==> config.mk <==
export PLATFORM = sky130hd
export DESIGN_NAME = bkclk_top
export DESIGN_NICKNAME = d
export VERILOG_FILES = /design/src/common/bkclk_pkg.sv /design/src/logic/bkclk_top.sv
export SDC_FILE = /design/constraint.sdc
export NUM_CORES = 1
export LEC_CHECK = 0
export BUFFER_PORTS_ARGS = -buffer_cell sky130_fd_sc_hd__buf_4
export CORE_ASPECT_RATIO = 0.7
export CORE_UTILIZATION = 50
export CTS_CLUSTER_SIZE = 28
export DETAILED_ROUTE_END_ITERATION = 7
export PLACE_DENSITY = 0.95
export RECOVER_POWER = 25
export SYNTH_ARGS = -nofsm -noshare
export SYNTH_HDL_FRONTEND = slang
export SYNTH_SLANG_ARGS = --single-unit
export TNS_END_PERCENT = 10
==> constraint.sdc <==
create_clock -name ref_clk -period 4.27 [get_ports ref_clk]
set_input_delay 0.6405 -clock ref_clk [delete_from_list [all_inputs] [get_ports ref_clk]]
set_output_delay 0.6405 -clock ref_clk [all_outputs]
set_load 0.005 [all_outputs]
==> src/common/bkclk_pkg.sv <==
package bkclk_pkg;

    // Bus geometry of the register slave.
    localparam int unsigned ADDR_W = 6;
    localparam int unsigned DATA_W = 32;
    localparam int unsigned BE_W = 4;
    localparam int unsigned BYTE_W = 8;

    // Byte addresses of the two registers.
    localparam logic [ADDR_W-1:0] BDC_OFFSET = 6'h20;
    localparam logic [ADDR_W-1:0] RSC_OFFSET = 6'h24;

    // Reset values of the two registers.
    localparam logic [DATA_W-1:0] BDC_RESET = 32'h0000_0018;
    localparam logic [DATA_W-1:0] RSC_RESET = 32'h0C00_0000;

    // Field positions in the backup domain control register.
    localparam int unsigned BDC_RST_BIT = 16;
    localparam int unsigned BDC_GATE_BIT = 15;
    localparam int unsigned BDC_SRC_LO = 8;
    localparam int unsigned BDC_DRV_LO = 3;
    localparam int unsigned BDC_BYP_BIT = 2;
    localparam int unsigned BDC_STB_BIT = 1;
    localparam int unsigned BDC_EN_BIT = 0;

    // Field positions in the reset cause and slow RC register.
    localparam int unsigned RSC_LP_BIT = 31;
    localparam int unsigned RSC_WWDG_BIT = 30;
    localparam int unsigned RSC_FWDG_BIT = 29;
    localparam int unsigned RSC_SW_BIT = 28;
    localparam int unsigned RSC_POR_BIT = 27;
    localparam int unsigned RSC_PIN_BIT = 26;
    localparam int unsigned RSC_OBL_BIT = 25;
    localparam int unsigned RSC_CLR_BIT = 24;
    localparam int unsigned RSC_CORE_BIT = 23;
    localparam int unsigned RSC_RCSTB_BIT = 1;
    localparam int unsigned RSC_RCEN_BIT = 0;

    // Reset values of the individual fields, taken from the register reset values.
    localparam logic [1:0] DRV_RESET = BDC_RESET[BDC_DRV_LO+1:BDC_DRV_LO];
    localparam logic FLAG_POR_RESET = RSC_RESET[RSC_POR_BIT];
    localparam logic FLAG_PIN_RESET = RSC_RESET[RSC_PIN_BIT];

    // Codes of the rtc source select field.
    localparam logic [1:0] RTC_SRC_NONE = 2'h0;
    localparam logic [1:0] RTC_SRC_XTAL = 2'h1;
    localparam logic [1:0] RTC_SRC_RC = 2'h2;
    localparam logic [1:0] RTC_SRC_FAST = 2'h3;

    // The fast crystal is divided by two to the power of this width, that is 32.
    localparam int unsigned FAST_DIV_W = 5;

    // One-cycle reset cause events from the reset controller.
    typedef struct packed {
        logic low_power;
        logic window_wdg;
        logic free_wdg;
        logic software;
        logic pin;
        logic option_loader;
        logic core_supply;
    } bkclk_cause_evt_type;

    // Controls sent to the slow crystal oscillator cell.
    typedef struct packed {
        logic enable;
        logic bypass;
        logic [1:0] drive;
    } bkclk_xtal_ctl_type;

endpackage

==> src/logic/bkclk_top.sv <==
// Summary of operation
// - Backup register resets to 0x18, backup reset only.
// - Crystal, bypass, source, gate survive system reset.
// - Protected fields writable only with backup write enable.
// - Backup reset bit holds backup domain reset.
// - Rtc gate bit passes or blocks rtc clock.
// - Source select: none, crystal, RC, fast/32.
// - Crystal drive field, reset to highest strength.
// - Bypass bit switches crystal to external clock.
// - Crystal enable starts it; stable flag follows.
// - Cause register resets 0x0C000000; flags power reset only.
// - Low-power reset sets flag bit 31.
// - Window watchdog reset sets flag bit 30.
// - Free watchdog reset sets flag bit 29.
// - Software reset sets flag bit 28.
// - Power reset sets flag bit 27.
// - Reset pin sets flag bit 26.
// - Option loader reset sets flag bit 25.
// - Core supply reset sets flag bit 23.
// - Writing one to bit 24 clears all flags.
// - RC enable starts oscillator; stable flag follows.
// - Byte, half-word and word accesses supported.
//
// The Avalon-MM slave port is this design's own decision.
module bkclk_top (
    // Clock and resets.
    input wire logic ref_clk,
    input wire logic sys_rst,
    input wire logic pwr_rst,
    input wire logic bkp_pwr_rst,
    // Avalon-MM register slave.
    input wire logic [bkclk_pkg::ADDR_W-1:0] avs_address,
    input wire logic avs_read,
    input wire logic avs_write,
    input wire logic [bkclk_pkg::DATA_W-1:0] avs_writedata,
    input wire logic [bkclk_pkg::BE_W-1:0] avs_byteenable,
    output logic [bkclk_pkg::DATA_W-1:0] avs_readdata,
    output logic avs_waitrequest,
    // Power unit control.
    input wire logic backup_write_enable,
    // Reset cause events.
    input wire bkclk_pkg::bkclk_cause_evt_type cause_evt,
    // Oscillator status and clocks, sampled on ref_clk.
    input wire logic slow_crystal_ready,
    input wire logic slow_rc_ready,
    input wire logic slow_crystal_clock,
    input wire logic slow_rc_clock,
    input wire logic fast_crystal_clock,
    // Oscillator and backup domain controls.
    output bkclk_pkg::bkclk_xtal_ctl_type slow_crystal_ctl,
    output logic slow_rc_enable,
    output logic backup_domain_reset,
    output logic rtc_clock
);

    // Merges write data into an old word under the byte enables.
    function automatic logic [bkclk_pkg::DATA_W-1:0] merge_bytes(
        input logic [bkclk_pkg::DATA_W-1:0] old_word,
        input logic [bkclk_pkg::DATA_W-1:0] new_word,
        input logic [bkclk_pkg::BE_W-1:0] lanes
    );
        logic [bkclk_pkg::DATA_W-1:0] result;
        result = old_word;
        for (int i = 0; i < bkclk_pkg::BE_W; i++) begin
            if (lanes[i]) begin
                result[i*bkclk_pkg::BYTE_W +: bkclk_pkg::BYTE_W] =
                    new_word[i*bkclk_pkg::BYTE_W +: bkclk_pkg::BYTE_W];
            end
        end
        return result;
    endfunction

    // Backup domain fields.
    logic bkp_rst_ctl_q;
    logic gate_q;
    logic [1:0] src_q;
    logic [1:0] drive_q;
    logic bypass_q;
    logic xtal_en_q;
    logic xtal_stb_q;

    // Reset cause flags and slow RC fields.
    logic flag_lp_q;
    logic flag_wwdg_q;
    logic flag_fwdg_q;
    logic flag_sw_q;
    logic flag_por_q;
    logic flag_pin_q;
    logic flag_obl_q;
    logic flag_core_q;
    logic flag_clr_q;
    logic rc_en_q;
    logic rc_stb_q;

    // Bus handshake state.
    logic waitreq_q;
    logic [bkclk_pkg::DATA_W-1:0] rdata_q;

    // Rtc clock path state.
    logic fast_prev_q;
    logic [bkclk_pkg::FAST_DIV_W-1:0] fast_div_q;
    logic rtc_clk_q;

    // Registered oscillator controls.
    bkclk_pkg::bkclk_xtal_ctl_type xtal_ctl_q;
    logic rc_en_out_q;
    logic bkp_rst_out_q;

    // Decoded bus terms.
    logic wr_fire;
    logic hit_bdc;
    logic hit_rsc;
    logic [bkclk_pkg::DATA_W-1:0] bdc_word;
    logic [bkclk_pkg::DATA_W-1:0] rsc_word;
    logic [bkclk_pkg::DATA_W-1:0] bdc_new;
    logic [bkclk_pkg::DATA_W-1:0] rsc_new;
    logic flag_clear;
    logic rtc_sel;

    // Non-cause bits of the cause register fall to reset on a system or a power reset.
    logic rsc_misc_rst;
    assign rsc_misc_rst = sys_rst | pwr_rst;

    // A write lands at the edge where the master sees waitrequest low.
    assign wr_fire = avs_write & ~waitreq_q;
    assign hit_bdc = (avs_address == bkclk_pkg::BDC_OFFSET);
    assign hit_rsc = (avs_address == bkclk_pkg::RSC_OFFSET);

    // Register images as software reads them; reserved bits read as zero.
    always_comb begin
        bdc_word = '0;
        bdc_word[bkclk_pkg::BDC_RST_BIT] = bkp_rst_ctl_q;
        bdc_word[bkclk_pkg::BDC_GATE_BIT] = gate_q;
        bdc_word[bkclk_pkg::BDC_SRC_LO +: 2] = src_q;
        bdc_word[bkclk_pkg::BDC_DRV_LO +: 2] = drive_q;
        bdc_word[bkclk_pkg::BDC_BYP_BIT] = bypass_q;
        bdc_word[bkclk_pkg::BDC_STB_BIT] = xtal_stb_q;
        bdc_word[bkclk_pkg::BDC_EN_BIT] = xtal_en_q;
    end

    // The cause register image.
    always_comb begin
        rsc_word = '0;
        rsc_word[bkclk_pkg::RSC_LP_BIT] = flag_lp_q;
        rsc_word[bkclk_pkg::RSC_WWDG_BIT] = flag_wwdg_q;
        rsc_word[bkclk_pkg::RSC_FWDG_BIT] = flag_fwdg_q;
        rsc_word[bkclk_pkg::RSC_SW_BIT] = flag_sw_q;
        rsc_word[bkclk_pkg::RSC_POR_BIT] = flag_por_q;
        rsc_word[bkclk_pkg::RSC_PIN_BIT] = flag_pin_q;
        rsc_word[bkclk_pkg::RSC_OBL_BIT] = flag_obl_q;
        rsc_word[bkclk_pkg::RSC_CLR_BIT] = flag_clr_q;
        rsc_word[bkclk_pkg::RSC_CORE_BIT] = flag_core_q;
        rsc_word[bkclk_pkg::RSC_RCSTB_BIT] = rc_stb_q;
        rsc_word[bkclk_pkg::RSC_RCEN_BIT] = rc_en_q;
    end

    // Merged write values; only the lanes the master enables change.
    assign bdc_new = merge_bytes(bdc_word, avs_writedata, avs_byteenable);
    assign rsc_new = merge_bytes(rsc_word, avs_writedata, avs_byteenable);

    // A one written to the clear bit wipes every cause flag this edge.
    assign flag_clear = wr_fire & hit_rsc & rsc_new[bkclk_pkg::RSC_CLR_BIT];

    // Every access takes two cycles: request, then one cycle of waitrequest low.
    // Read data is captured with the request, so it stands at the answering edge.
    always_ff @(posedge ref_clk or posedge sys_rst) begin
        if (sys_rst) begin
            waitreq_q <= 1'b1;
            rdata_q <= '0;
        end else if (!waitreq_q) begin
            // The answer was given; raise waitrequest for the next request.
            waitreq_q <= 1'b1;
        end else if (avs_read || avs_write) begin
            waitreq_q <= 1'b0;
            if (avs_read && hit_bdc) begin
                rdata_q <= bdc_word;
            end else if (avs_read && hit_rsc) begin
                rdata_q <= rsc_word;
            end else begin
                // Unmapped reads and all writes answer zero.
                rdata_q <= '0;
            end
        end
    end

    // The backup reset control bit lives in the backup register but is not
    // cleared by the reset it drives, or it would release itself at once.
    always_ff @(posedge ref_clk or posedge bkp_pwr_rst) begin
        if (bkp_pwr_rst) begin
            bkp_rst_ctl_q <= bkclk_pkg::BDC_RESET[bkclk_pkg::BDC_RST_BIT];
        end else if (wr_fire && hit_bdc) begin
            bkp_rst_ctl_q <= bdc_new[bkclk_pkg::BDC_RST_BIT];
        end
    end

    // Protected backup fields: cleared only by a backup domain reset, and
    // changed only while the power unit grants backup write access.
    always_ff @(posedge ref_clk or posedge bkp_pwr_rst) begin
        if (bkp_pwr_rst) begin
            gate_q <= bkclk_pkg::BDC_RESET[bkclk_pkg::BDC_GATE_BIT];
            src_q <= bkclk_pkg::BDC_RESET[bkclk_pkg::BDC_SRC_LO +: 2];
            bypass_q <= bkclk_pkg::BDC_RESET[bkclk_pkg::BDC_BYP_BIT];
            xtal_en_q <= bkclk_pkg::BDC_RESET[bkclk_pkg::BDC_EN_BIT];
        end else if (bkp_rst_ctl_q) begin
            // Software backup reset holds these at their reset values.
            gate_q <= bkclk_pkg::BDC_RESET[bkclk_pkg::BDC_GATE_BIT];
            src_q <= bkclk_pkg::BDC_RESET[bkclk_pkg::BDC_SRC_LO +: 2];
            bypass_q <= bkclk_pkg::BDC_RESET[bkclk_pkg::BDC_BYP_BIT];
            xtal_en_q <= bkclk_pkg::BDC_RESET[bkclk_pkg::BDC_EN_BIT];
        end else if (wr_fire && hit_bdc && backup_write_enable) begin
            gate_q <= bdc_new[bkclk_pkg::BDC_GATE_BIT];
            src_q <= bdc_new[bkclk_pkg::BDC_SRC_LO +: 2];
            bypass_q <= bdc_new[bkclk_pkg::BDC_BYP_BIT];
            xtal_en_q <= bdc_new[bkclk_pkg::BDC_EN_BIT];
        end
    end

    // Drive strength is not write protected but is still a backup field.
    always_ff @(posedge ref_clk or posedge bkp_pwr_rst) begin
        if (bkp_pwr_rst) begin
            drive_q <= bkclk_pkg::DRV_RESET;
        end else if (bkp_rst_ctl_q) begin
            drive_q <= bkclk_pkg::DRV_RESET;
        end else if (wr_fire && hit_bdc) begin
            drive_q <= bdc_new[bkclk_pkg::BDC_DRV_LO +: 2];
        end
    end

    // Crystal stable flag follows the cell's ready only while enabled, so it
    // drops in the cycle after the enable is cleared.
    always_ff @(posedge ref_clk or posedge bkp_pwr_rst) begin
        if (bkp_pwr_rst) begin
            xtal_stb_q <= bkclk_pkg::BDC_RESET[bkclk_pkg::BDC_STB_BIT];
        end else begin
            xtal_stb_q <= xtal_en_q & slow_crystal_ready & ~bkp_rst_ctl_q;
        end
    end

    // Crystal cell controls, registered so the outputs come from flops.
    // Drive is passed even in bypass; the cell ignores it there.
    always_ff @(posedge ref_clk or posedge bkp_pwr_rst) begin
        if (bkp_pwr_rst) begin
            xtal_ctl_q <= '0;
            bkp_rst_out_q <= 1'b0;
        end else begin
            xtal_ctl_q.enable <= xtal_en_q;
            xtal_ctl_q.bypass <= bypass_q;
            xtal_ctl_q.drive <= drive_q;
            bkp_rst_out_q <= bkp_rst_ctl_q;
        end
    end

    // Cause flags: of the resets only a power reset clears them, and it leaves the power
    // and pin flags set. A new event wins over a clear in the same cycle.
    always_ff @(posedge ref_clk or posedge pwr_rst) begin
        if (pwr_rst) begin
            flag_lp_q <= bkclk_pkg::RSC_RESET[bkclk_pkg::RSC_LP_BIT];
            flag_wwdg_q <= bkclk_pkg::RSC_RESET[bkclk_pkg::RSC_WWDG_BIT];
            flag_fwdg_q <= bkclk_pkg::RSC_RESET[bkclk_pkg::RSC_FWDG_BIT];
            flag_sw_q <= bkclk_pkg::RSC_RESET[bkclk_pkg::RSC_SW_BIT];
            flag_por_q <= bkclk_pkg::FLAG_POR_RESET;
            flag_pin_q <= bkclk_pkg::FLAG_PIN_RESET;
            flag_obl_q <= bkclk_pkg::RSC_RESET[bkclk_pkg::RSC_OBL_BIT];
            flag_core_q <= bkclk_pkg::RSC_RESET[bkclk_pkg::RSC_CORE_BIT];
        end else begin
            flag_lp_q <= cause_evt.low_power | (flag_lp_q & ~flag_clear);
            flag_wwdg_q <= cause_evt.window_wdg | (flag_wwdg_q & ~flag_clear);
            flag_fwdg_q <= cause_evt.free_wdg | (flag_fwdg_q & ~flag_clear);
            flag_sw_q <= cause_evt.software | (flag_sw_q & ~flag_clear);
            flag_por_q <= flag_por_q & ~flag_clear;
            flag_pin_q <= cause_evt.pin | (flag_pin_q & ~flag_clear);
            flag_obl_q <= cause_evt.option_loader | (flag_obl_q & ~flag_clear);
            flag_core_q <= cause_evt.core_supply | (flag_core_q & ~flag_clear);
        end
    end

    // Clear bit and RC enable are ordinary system-reset bits.
    always_ff @(posedge ref_clk or posedge rsc_misc_rst) begin
        if (rsc_misc_rst) begin
            flag_clr_q <= bkclk_pkg::RSC_RESET[bkclk_pkg::RSC_CLR_BIT];
            rc_en_q <= bkclk_pkg::RSC_RESET[bkclk_pkg::RSC_RCEN_BIT];
        end else if (wr_fire && hit_rsc) begin
            flag_clr_q <= rsc_new[bkclk_pkg::RSC_CLR_BIT];
            rc_en_q <= rsc_new[bkclk_pkg::RSC_RCEN_BIT];
        end
    end

    // RC stable flag and registered RC enable output.
    always_ff @(posedge ref_clk or posedge rsc_misc_rst) begin
        if (rsc_misc_rst) begin
            rc_stb_q <= bkclk_pkg::RSC_RESET[bkclk_pkg::RSC_RCSTB_BIT];
            rc_en_out_q <= 1'b0;
        end else begin
            rc_stb_q <= rc_en_q & slow_rc_ready;
            rc_en_out_q <= rc_en_q;
        end
    end

    // Fast crystal divider: counts rising edges of the sampled fast clock.
    // Sampling limits the fast crystal to below half of ref_clk.
    always_ff @(posedge ref_clk or posedge sys_rst) begin
        if (sys_rst) begin
            fast_prev_q <= 1'b0;
            fast_div_q <= '0;
        end else begin
            fast_prev_q <= fast_crystal_clock;
            if (fast_crystal_clock && !fast_prev_q) begin
                fast_div_q <= fast_div_q + 1'b1;
            end
        end
    end

    // Rtc source multiplexer.
    always_comb begin
        unique case (src_q)
            bkclk_pkg::RTC_SRC_NONE: rtc_sel = 1'b0;
            bkclk_pkg::RTC_SRC_XTAL: rtc_sel = slow_crystal_clock;
            bkclk_pkg::RTC_SRC_RC: rtc_sel = slow_rc_clock;
            bkclk_pkg::RTC_SRC_FAST: rtc_sel = fast_div_q[bkclk_pkg::FAST_DIV_W-1];
        endcase
    end

    // Gated rtc clock, retimed to ref_clk; blocked while gate is zero or the
    // backup domain is held in reset.
    always_ff @(posedge ref_clk or posedge bkp_pwr_rst) begin
        if (bkp_pwr_rst) begin
            rtc_clk_q <= 1'b0;
        end else begin
            rtc_clk_q <= rtc_sel & gate_q & ~bkp_rst_ctl_q;
        end
    end

    // Output assignments, all from flops.
    assign avs_readdata = rdata_q;
    assign avs_waitrequest = waitreq_q;
    assign slow_crystal_ctl = xtal_ctl_q;
    assign slow_rc_enable = rc_en_out_q;
    assign backup_domain_reset = bkp_rst_out_q;
    assign rtc_clock = rtc_clk_q;

endmodule

# [Word-level counts from Yosys, hierarchy flattened]
# Cells that the tools add are included.
[word_totals] ff_bits=66 in_bits=61 out_inout_bits=40 wordCells=98
[op_classes] n_addsub=1 eq_ne=5 muxes=18 bitwise=27 n_reduce_logical=19
[ops] operator="$mux W32" count=2
[ops] operator="$and A1 B1 Y1" count=16
[ops] operator="$eq A6 B6 Y1 const B" count=2
[ops] operator="$reduce_and A2 Y1" count=6
[ops] operator="$mux W1" count=9
[ops] operator="$mux W2" count=4
[ops] operator="$mux W8" count=1
[ops] operator="$or A1 B1 Y1" count=8
[ops] operator="$reduce_bool A2 Y1" count=4
[ops] operator="$logic_and A1 B1 Y1" count=6
[ops] operator="$add A5 B1 Y5 const B" count=1
[ops] operator="$mux W5" count=1
[ops] operator="$eq A2 B2 Y1 const B" count=2
[ops] operator="$pmux W1 S4" count=1
[ops] operator="$not A1 Y1" count=3
[ops] operator="$eq A2 B1 Y1 const B" count=1
[ops] operator="$logic_not A2 Y1" count=1
[ops] operator="$logic_not A1 Y1" count=1
[ops] operator="$logic_or A1 B1 Y1" count=1

# [Logic depth before layout (Yosys ltp)]
# Gate-level depths: netlist of the first run.
[logic_depth] ltp_word=7 mapped_depth=4 ltp_nobuf=4

# [Worst setup path before layout of the first run]
# OpenSTA, ideal clock, no wires.
[synth_path] path_type="input to register" start="in avs_address[0] in the netlist's numbering" end="reg gate_q" t_arrival_ps=1583 setup_slack_ps=2551 stages=3 path_cell_list="or4b_1 > o41ai_1 > a21oi_1"
[synth_via] elab_chain_cells=5
[synth_lines] element="start: declaration" line_no="bkclk_top.sv:32" rtl="input wire logic [bkclk_pkg::ADDR_W-1:0] avs_address,"
[synth_lines] element="$eq A6 B6 Y1" line_no="bkclk_top.sv:126" rtl="assign hit_bdc = (avs_address == bkclk_pkg::BDC_OFFSET);"
[synth_lines] element="$logic_and A1 B1 Y1 (2 in series)" line_no="bkclk_top.sv:210" rtl="end else if (wr_fire && hit_bdc && backup_write_enable) begin"
[synth_lines] element="$reduce_bool A2 Y1 (no source line)"
[synth_lines] element="$reduce_and A2 Y1 (no source line)"
[synth_lines] element="end signal: assignment" line_no="bkclk_top.sv:200" rtl="gate_q <= bkclk_pkg::BDC_RESET[bkclk_pkg::BDC_GATE_BIT];"
[synth_lines] element="end signal: assignment" line_no="bkclk_top.sv:206" rtl="gate_q <= bkclk_pkg::BDC_RESET[bkclk_pkg::BDC_GATE_BIT];"
[synth_lines] element="end signal: assignment" line_no="bkclk_top.sv:211" rtl="gate_q <= bdc_new[bkclk_pkg::BDC_GATE_BIT];"
[synth_lines] element="end: declaration" line_no="bkclk_top.sv:75" rtl="logic gate_q;"
# Every way passes these cells.
# A chain may end at the register's enable or synchronous reset.

# [Worst setup path in the final report of the first run]
[layout_path] start="in avs_address[1] in the netlist's numbering" end="reg rdata_q (netlist bit avs_readdata[25])"
[layout_via] elab_chain_cells=4
[layout_lines] element="$eq A6 B6 Y1" line_no="bkclk_top.sv:127" rtl="assign hit_rsc = (avs_address == bkclk_pkg::RSC_OFFSET);"
[layout_lines] element="$logic_and A1 B1 Y1" line_no="bkclk_top.sv:177" rtl="end else if (avs_read && hit_rsc) begin"
[layout_lines] element="$mux W32" line_no="bkclk_top.sv:177"
[layout_lines] element="$mux W32 (*)" line_no="bkclk_top.sv:175" rtl="if (avs_read && hit_bdc) begin"
[layout_lines] element="end signal: assignment" line_no="bkclk_top.sv:176" rtl="rdata_q <= bdc_word;"
[layout_lines] element="end signal: assignment" line_no="bkclk_top.sv:178" rtl="rdata_q <= rsc_word;"
[layout_lines] element="end: declaration" line_no="bkclk_top.sv:97" rtl="logic [bkclk_pkg::DATA_W-1:0] rdata_q;"
# Every way passes the cells marked *; elsewhere a longest branch is shown, timed or not.

==> qor.yml, run 1 <==
die_h_um: 57.54
synth-compound-area-share: 0.1295
first_pass_iters: 4
fin_worst_skew_ns: 0.005168
crit_path_top_delay_cell: "or3b_1"
dr_total_vias: 1542
syn-instance-count: 172
design.core.area_mm2: 0.004065
path_class: "primary input to register"
drt_wl_total_mm: 4.581
syn-cell-area_mm2: 0.002203
cts_buffer_depth: 2
cts_sinks: 52
io_pins: 101
finalWorstPathRequiredPeriod_ns: 1.717
vias_per_cell: 5.317
hold_viol_final: 0
grt_start_max_net_pins: 26
setup_repair_after_global_routing_missed_its_margin: "false"
crit_path_start_kind: "primary input"
ctsRootBufferMaster: "clkbuf_8"
synth_cell_type_count: 37
status: "complete, no violations"
layout-drive-gt1-share: 0.3571
muxShareOfSynthArea: 0.04884
rows: 19
grt_pass1_vias: 1615
yosys.area_share.xor_xnor: 0.01590
grt_first_pass_wirelength_mm: 7.521
final_antenna_net_count: 0
last_weighted_congestion_value_of_the_routability_driven_placer: 0.8598
yosysSeqAreaShare: 0.5934
post_synth_and_or_nand_nor_area_fraction: 0.1329
clkLatencyLatePin_ns: 0.29
post-route-drc-count: 0
largest_family_of_logic_cells_by_synthesized_area: "simple AND/OR/NAND/NOR gates"
cts_hold_buf: 0
postCtsSetupRepairBufs: 0
yosys.area_share.adder: 0.005679
yosys_register_bits: 52
fin_nets: 299
syn_area_per_cell_um2: 12.81
mostFrequentLayoutCell: "buf_4"
total_negative_setup_slacks_ns: 0
cp.arrival_ns: 1.94
cts.repair.resized: 0
hpwlAfterDp_mm: 3.507
setup_viol_count_final: 0
die_area_mm2: 0.004681
ys_async_sr_fraction: 1.000
synth_top_area_share: 0.5338
n_antenna_cell: 0
worst-path-max-fanout: 9
hold_path_class: "primary input to async pin"
mostFrequentLayoutCells: "61 x buf_4, 47 x dfrtp_1, 16 x a22o_1"
synthFlopType: "dfrtp_1"
synth_area_leaders: "dfrtp_1 53%, a22o_1 6.4%, dfstp_2 6.0%, buf_4 5.1%, mux2_2 3.1%"
slew-limit-headroom: 0.3488
fin_crit_sh: 0.4020
synth_edf_count: 0
clkTransAtPathRegs_ns: 0.08
port_buffers: 63
cts_tree: "built"
synth.yosys.warnings: 0
synth.largest_area_cell: "dfrtp_1"
ir_worst_vdd_v: 0.0002266
path_cells: "buf_4 -> or3b_1 -> nor3_4 -> a22o_1"
power_leakage_nw: 1.327
initial_utilization: 0.5420
timing.critical_path.required_ns: 4.50
syn_to_final_growth_pct: 24.53
critical_path.max_stage_delay_ns: 0.53
first_iter_violations: 74
grt_util_all_layers: 0.2192
htreeDepth: 2
cellPowerDensity_mw_per_mm2: 366.3
globalRoute.totalOverflow: 0
grt_antenna_before_repair: 0
max_freq_mhz: 582.6
tightest_slew_ns: 0.9757
max_cap_viol_count: 0
maxSlewViolCount: 0
drt-wirelength-per-cell_um: 15.80
die_width_um: 81.35
worst_hold_slack_ns: 0.2969
cts-buffers-inserted: 5
crit_path_end_kind: "register"
[layout make-up]
| type | instances | area (um^2) |
|---|---|---|
| Clock buffer | 8 | 90.09 |
| Tap cell | 52 | 65.06 |
| Timing Repair Buffer | 64 | 473.0 |
| Inverter | 6 | 22.52 |
| Fill cell | 318 | 1321 |
| Sequential cell | 52 | 1308 |
| Multi-Input combinational cell | 108 | 785.8 |
[layer usage]
| layer | global-route usage | vias up | part of all wire |
|---|---|---|---|
| li1 | - | 721 | - |
| met1 | 0.2716 | 771 | 0.43 |
| met2 | 0.3810 | 45 | 0.50 |
| met3 | 0.05280 | 5 | 0.058 |
| met4 | 0.06122 | 0 | 0.011 |
| met5 | 0 | - | 0 |
[synthesized netlist by cell type, types with 4 or more instances]
master / number
nor2_1: 7
nand2_1: 6
and2_1: 4
a22o_1: 16
a21o_1: 7
dfstp_2: 5
nand4_1: 10
inv_1: 6
dfrtp_1: 47
mux2_2: 6
a21oi_1: 6
mux2i_1: 4
buf_4: 15
[through the flow]
step                utilization  std cells  setup WS (ns)  total power, W  instance area, um^2
floorplan                     -        185          2.551       0.0006752                 2252
detailed placement       0.6547        282          2.232       0.0007410                 2661
CTS                      0.6768        290          2.552        0.001016                 2751
global route             0.6750        290          2.498        0.001059                 2744
finish                   0.6750        290          2.553        0.001005                 2744
global placement         0.6547        282          2.311       0.0007295                 2661
[path summary, 6_finish.rpt]
| check | startpoint | to | slack, ns | depth (start not counted) |
|---|---|---|---|---|
| min in group ref_clk | bypass_q$_DFFE_PP0P_ | slow_crystal_ctl[2]$_DFF_PP0_ | 0.42 | 0 |
| max in group asynchronous | sys_rst | avs_readdata[24]$_DFFE_PP0P_ | 3.09 | 2 |
| max reg2reg | avs_waitrequest$_DFF_PP1_ | flag_obl_q$_DFF_PP0_ | 2.71 | 4 |
| max | avs_address[1] | avs_readdata[25]$_DFFE_PP0P_ | 2.55 | 4 |
| min reg2reg | bypass_q$_DFFE_PP0P_ | slow_crystal_ctl[2]$_DFF_PP0_ | 0.42 | 0 |
| min | pwr_rst | flag_core_q$_DFF_PP0_ | 0.30 | 2 |
[sequential cells by signal, summed over array words and instances (netlist names), 2 cells and up]
name	count
fast_div_q	5
avs_readdata	18
drive_q	2
slow_crystal_ctl	4
src_q	2
[where the power goes]
group	internal, W	total [W]	switching (W)
clock	0.000132	0.000276	0.000143
combinational	0.0000791	0.000146	0.0000674
sequential	0.000544	0.000583	0.0000392
total	0.000755	0.00101	0.000250
[worst max-delay path: cells and delay by family]
family                 cells  cell delay (ns)
buffers and inverters      1             0.12
AOI/OAI and AO/OA          1             0.21
and+or+nand+nor            2             0.96
[cell families (layout without fill, tap and decap cells)]
kind of cell,after synthesis,in the layout
fa+ha+maj,1,1
simple gates,42,42
xor+xnor,4,4
mux,10,10
other cells,1,14
buf+inv,25,78
compound gates,37,37
flops,52,52
(Power assumes the default switching activity.)
==> run 2: changes to the inputs <==
--- a/config.mk
+++ b/config.mk
@@ -7,10 +7,10 @@
 export LEC_CHECK = 0
 export BUFFER_PORTS_ARGS = -buffer_cell sky130_fd_sc_hd__buf_4
 export CORE_ASPECT_RATIO = 0.7
-export CORE_UTILIZATION = 50
+export CORE_UTILIZATION = 42
 export CTS_CLUSTER_SIZE = 28
 export DETAILED_ROUTE_END_ITERATION = 7
-export PLACE_DENSITY = 0.95
+export PLACE_DENSITY = 0.87
 export RECOVER_POWER = 25
 export SYNTH_ARGS = -nofsm -noshare
 export SYNTH_HDL_FRONTEND = slang
==> constraint.sdc (replaced) <==
create_clock -name ref_clk -period 1.45 [get_ports ref_clk]
set_input_delay 0.2175 -clock ref_clk [delete_from_list [all_inputs] [get_ports ref_clk]]
set_output_delay 0.2175 -clock ref_clk [all_outputs]
set_load 0.005 [all_outputs]
==> qor.yml, run 2 (synthesis gave the netlist of run 1 again) <==
crit_path_end_kind: "register"
first_iter_violations: 50  # -32%
grt_first_pass_wirelength_mm: 7.803  # +3.7%
cp.arrival_ns: 1.61  # -0.33 ns
ctsRootBufferMaster: "clkbuf_8"
io_pins: 101  # unchanged
final_antenna_net_count: 0  # unchanged
drt_wl_total_mm: 4.663  # +1.8%
cts_tree: "built"
slew-limit-headroom: 0.5590  # +0.2102
hold_viol_final: 0  # unchanged
finalWorstPathRequiredPeriod_ns: 1.444
maxSlewViolCount: 0  # unchanged
largest_reg_flops: 18  # unchanged
drt-wirelength-per-cell_um: 14.48  # -8.3%
mostFrequentLayoutCell: "buf_4"
port_buffers: 63  # unchanged
ir_worst_vdd_v: 0.0004943  # +120%
first_pass_iters: 4  # unchanged
die_width_um: 88.57  # +8.9%
tightest_slew_ns: 0.6615  # -0.3142 ns
finalInstanceArea_mm2: 0.002980  # +8.6%
clkTransAtPathRegs_ns: 0.09  # about the same
path_class: "register to register"
globalRoute.busiestLayer: "met2"
n_antenna_cell: 0  # unchanged
groute.layer.met2.usage: 0.2942  # -0.08672
dr_total_vias: 1596  # +3.5%
power_leakage_nw: 1.426  # +7.5%
grt_antenna_before_repair: 0  # unchanged
clkLatencyLatePin_ns: 0.30  # about the same
grt_util_all_layers: 0.1867  # -0.03250
cts-buffers-inserted: 5  # unchanged
syn_to_final_growth_pct: 35.26
n_fill_cell: 419  # +32%
die_area_mm2: 0.005544  # +18%
crit_path_start_kind: "register"
cellPowerDensity_mw_per_mm2: 1062  # +190%
layout-drive-gt1-share: 0.4190  # +0.06183
fin_nets: 314  # +5.0%
hold_path_class: "primary input to register"
fin_crit_sh: 0.9956
globalRoute.totalOverflow: 0  # unchanged
final_cells: 322  # +11%
status: "complete, no violations"
hpwlAfterDp_mm: 3.482  # -0.71%
vias_per_cell: 4.957  # -6.8%
cts_sinks: 52  # unchanged
worst-path-max-fanout: 3  # -6
grt_start_max_net_pins: 26  # unchanged
timing.critical_path.required_ns: 1.62  # -2.88 ns
grtUsageMet1: 0.2574  # -0.01421
max_freq_mhz: 692.7
max_cap_viol_count: 0  # unchanged
die_h_um: 62.60  # +8.8%
globalRouteMet3Util: 0.05020  # -0.002602
rows: 21  # +2
htreeDepth: 2  # unchanged
dpl.cell_count: 309  # +9.6%
initial_utilization: 0.4484  # -0.09358
cts_buffer_depth: 2  # unchanged
fin_worst_skew_ns: 0.006471  # +0.001303 ns
cell_area_placed_mm2: 0.002770  # +4.1%
mostFrequentLayoutCells: "70 x buf_4, 47 x dfrtp_1, 16 x a22o_1"
last_weighted_congestion_value_of_the_routability_driven_placer: 0.8309  # -3.4%
post-route-drc-count: 0  # unchanged
grt_pass1_vias: 1644  # +1.8%
setup_viol_count_final: 0  # unchanged
design.core.area_mm2: 0.004913  # +21%
setup_repair_after_global_routing_missed_its_margin: "true"
-- run 2: cell types whose count changed in the layout (fill, tap and decap cells not counted), moves of 2 or more --
cell / delta
o41ai_2: +2
buf_4: +9
clkbuf_1: -2
dfstp_2: +2
dfstp_1: -2
o41ai_1: -3
dlygate4sd3_1: +3
-- run 2: path summary, 6_finish.rpt --
check	to	from	cells after the start	slack [ns]
max in group asynchronous	avs_readdata[9]$_DFFE_PP0P_	sys_rst	4	0.36
worst max-delay path	gate_q$_DFFE_PP0P_	avs_waitrequest$_DFF_PP1_	3	0.006
worst max register to register	gate_q$_DFFE_PP0P_	avs_waitrequest$_DFF_PP1_	3	0.006
worst min-delay path	flag_fwdg_q$_DFF_PP0_	cause_evt[4]	2	0.09
min in group asynchronous	flag_core_q$_DFF_PP0_	pwr_rst	3	0.43
worst min register to register	slow_crystal_ctl[2]$_DFF_PP0_	bypass_q$_DFFE_PP0P_	0	0.41
-- run 2: area by class of cell --
| cell class | count | area, um^2 | share of cell area |
|---|---|---|---|
| repair buffers | 79 | 610.6 | 0.2049 |
| inverters | 6 | 22.52 | 0.007557 |
| flip-flops and latches | 52 | 1308 | 0.4387 |
| clock inverters | 2 | 35.03 | 0.01175 |
| well taps | 69 | 86.33 | 0.02897 |
| multi-input cells | 108 | 845.8 | 0.2838 |
| clock buffers | 6 | 72.57 | 0.02435 |
-- run 2: per-stage QoR --
stage / TNS (ns) / hold slack, ns / worst slack, ns / utilization / total power (W)
2_1_floorplan: 0 / 0.03173 / 0.04323 / - / 0.001988
3_3_place_gp: -0.2342 / 0.1901 / -0.04637 / 0.5638 / 0.002167
3_5_place_dp: -0.5727 / 0.1978 / -0.08943 / 0.5638 / 0.002192
4_1_cts: 0 / 0.05644 / 0.003968 / 0.5971 / 0.003168
5_1_grt: -0.3845 / 0.07877 / -0.05126 / 0.6066 / 0.003337
6_report: 0 / 0.09074 / 0.006324 / 0.6066 / 0.003165
-- run 2: critical path, stage by stage, from the launching register on --
cell	delay (ns)
dfstp_2	0.39
or4b_4	0.53
o41ai_4	0.31
a21oi_2	0.08
-- run 2: power breakdown --
part           internal [W]  total (W)  leakage, nW  switching [W]
Sequential          0.00160    0.00171        0.647       0.000112
Clock              0.000513   0.000973       0.0552       0.000460
Combinational      0.000269   0.000479        0.724       0.000210
-- run 2: layer usage --
layer,wire length (um),vias up
met5,0,-
met4,41,0
met3,226,4
met2,2208,48
met1,2186,787
li1,-,757
-- run 2: repair_timing --
item / 4_1_cts / 5_1_grt
pin swaps: 0 / 7
setup buffers: 0 / 2
endpoints found under the setup margin: 3 / 18
hold buffers: 3 / 0
hold endpoints to repair: 40 / 0
gates resized for setup: 4 / 5
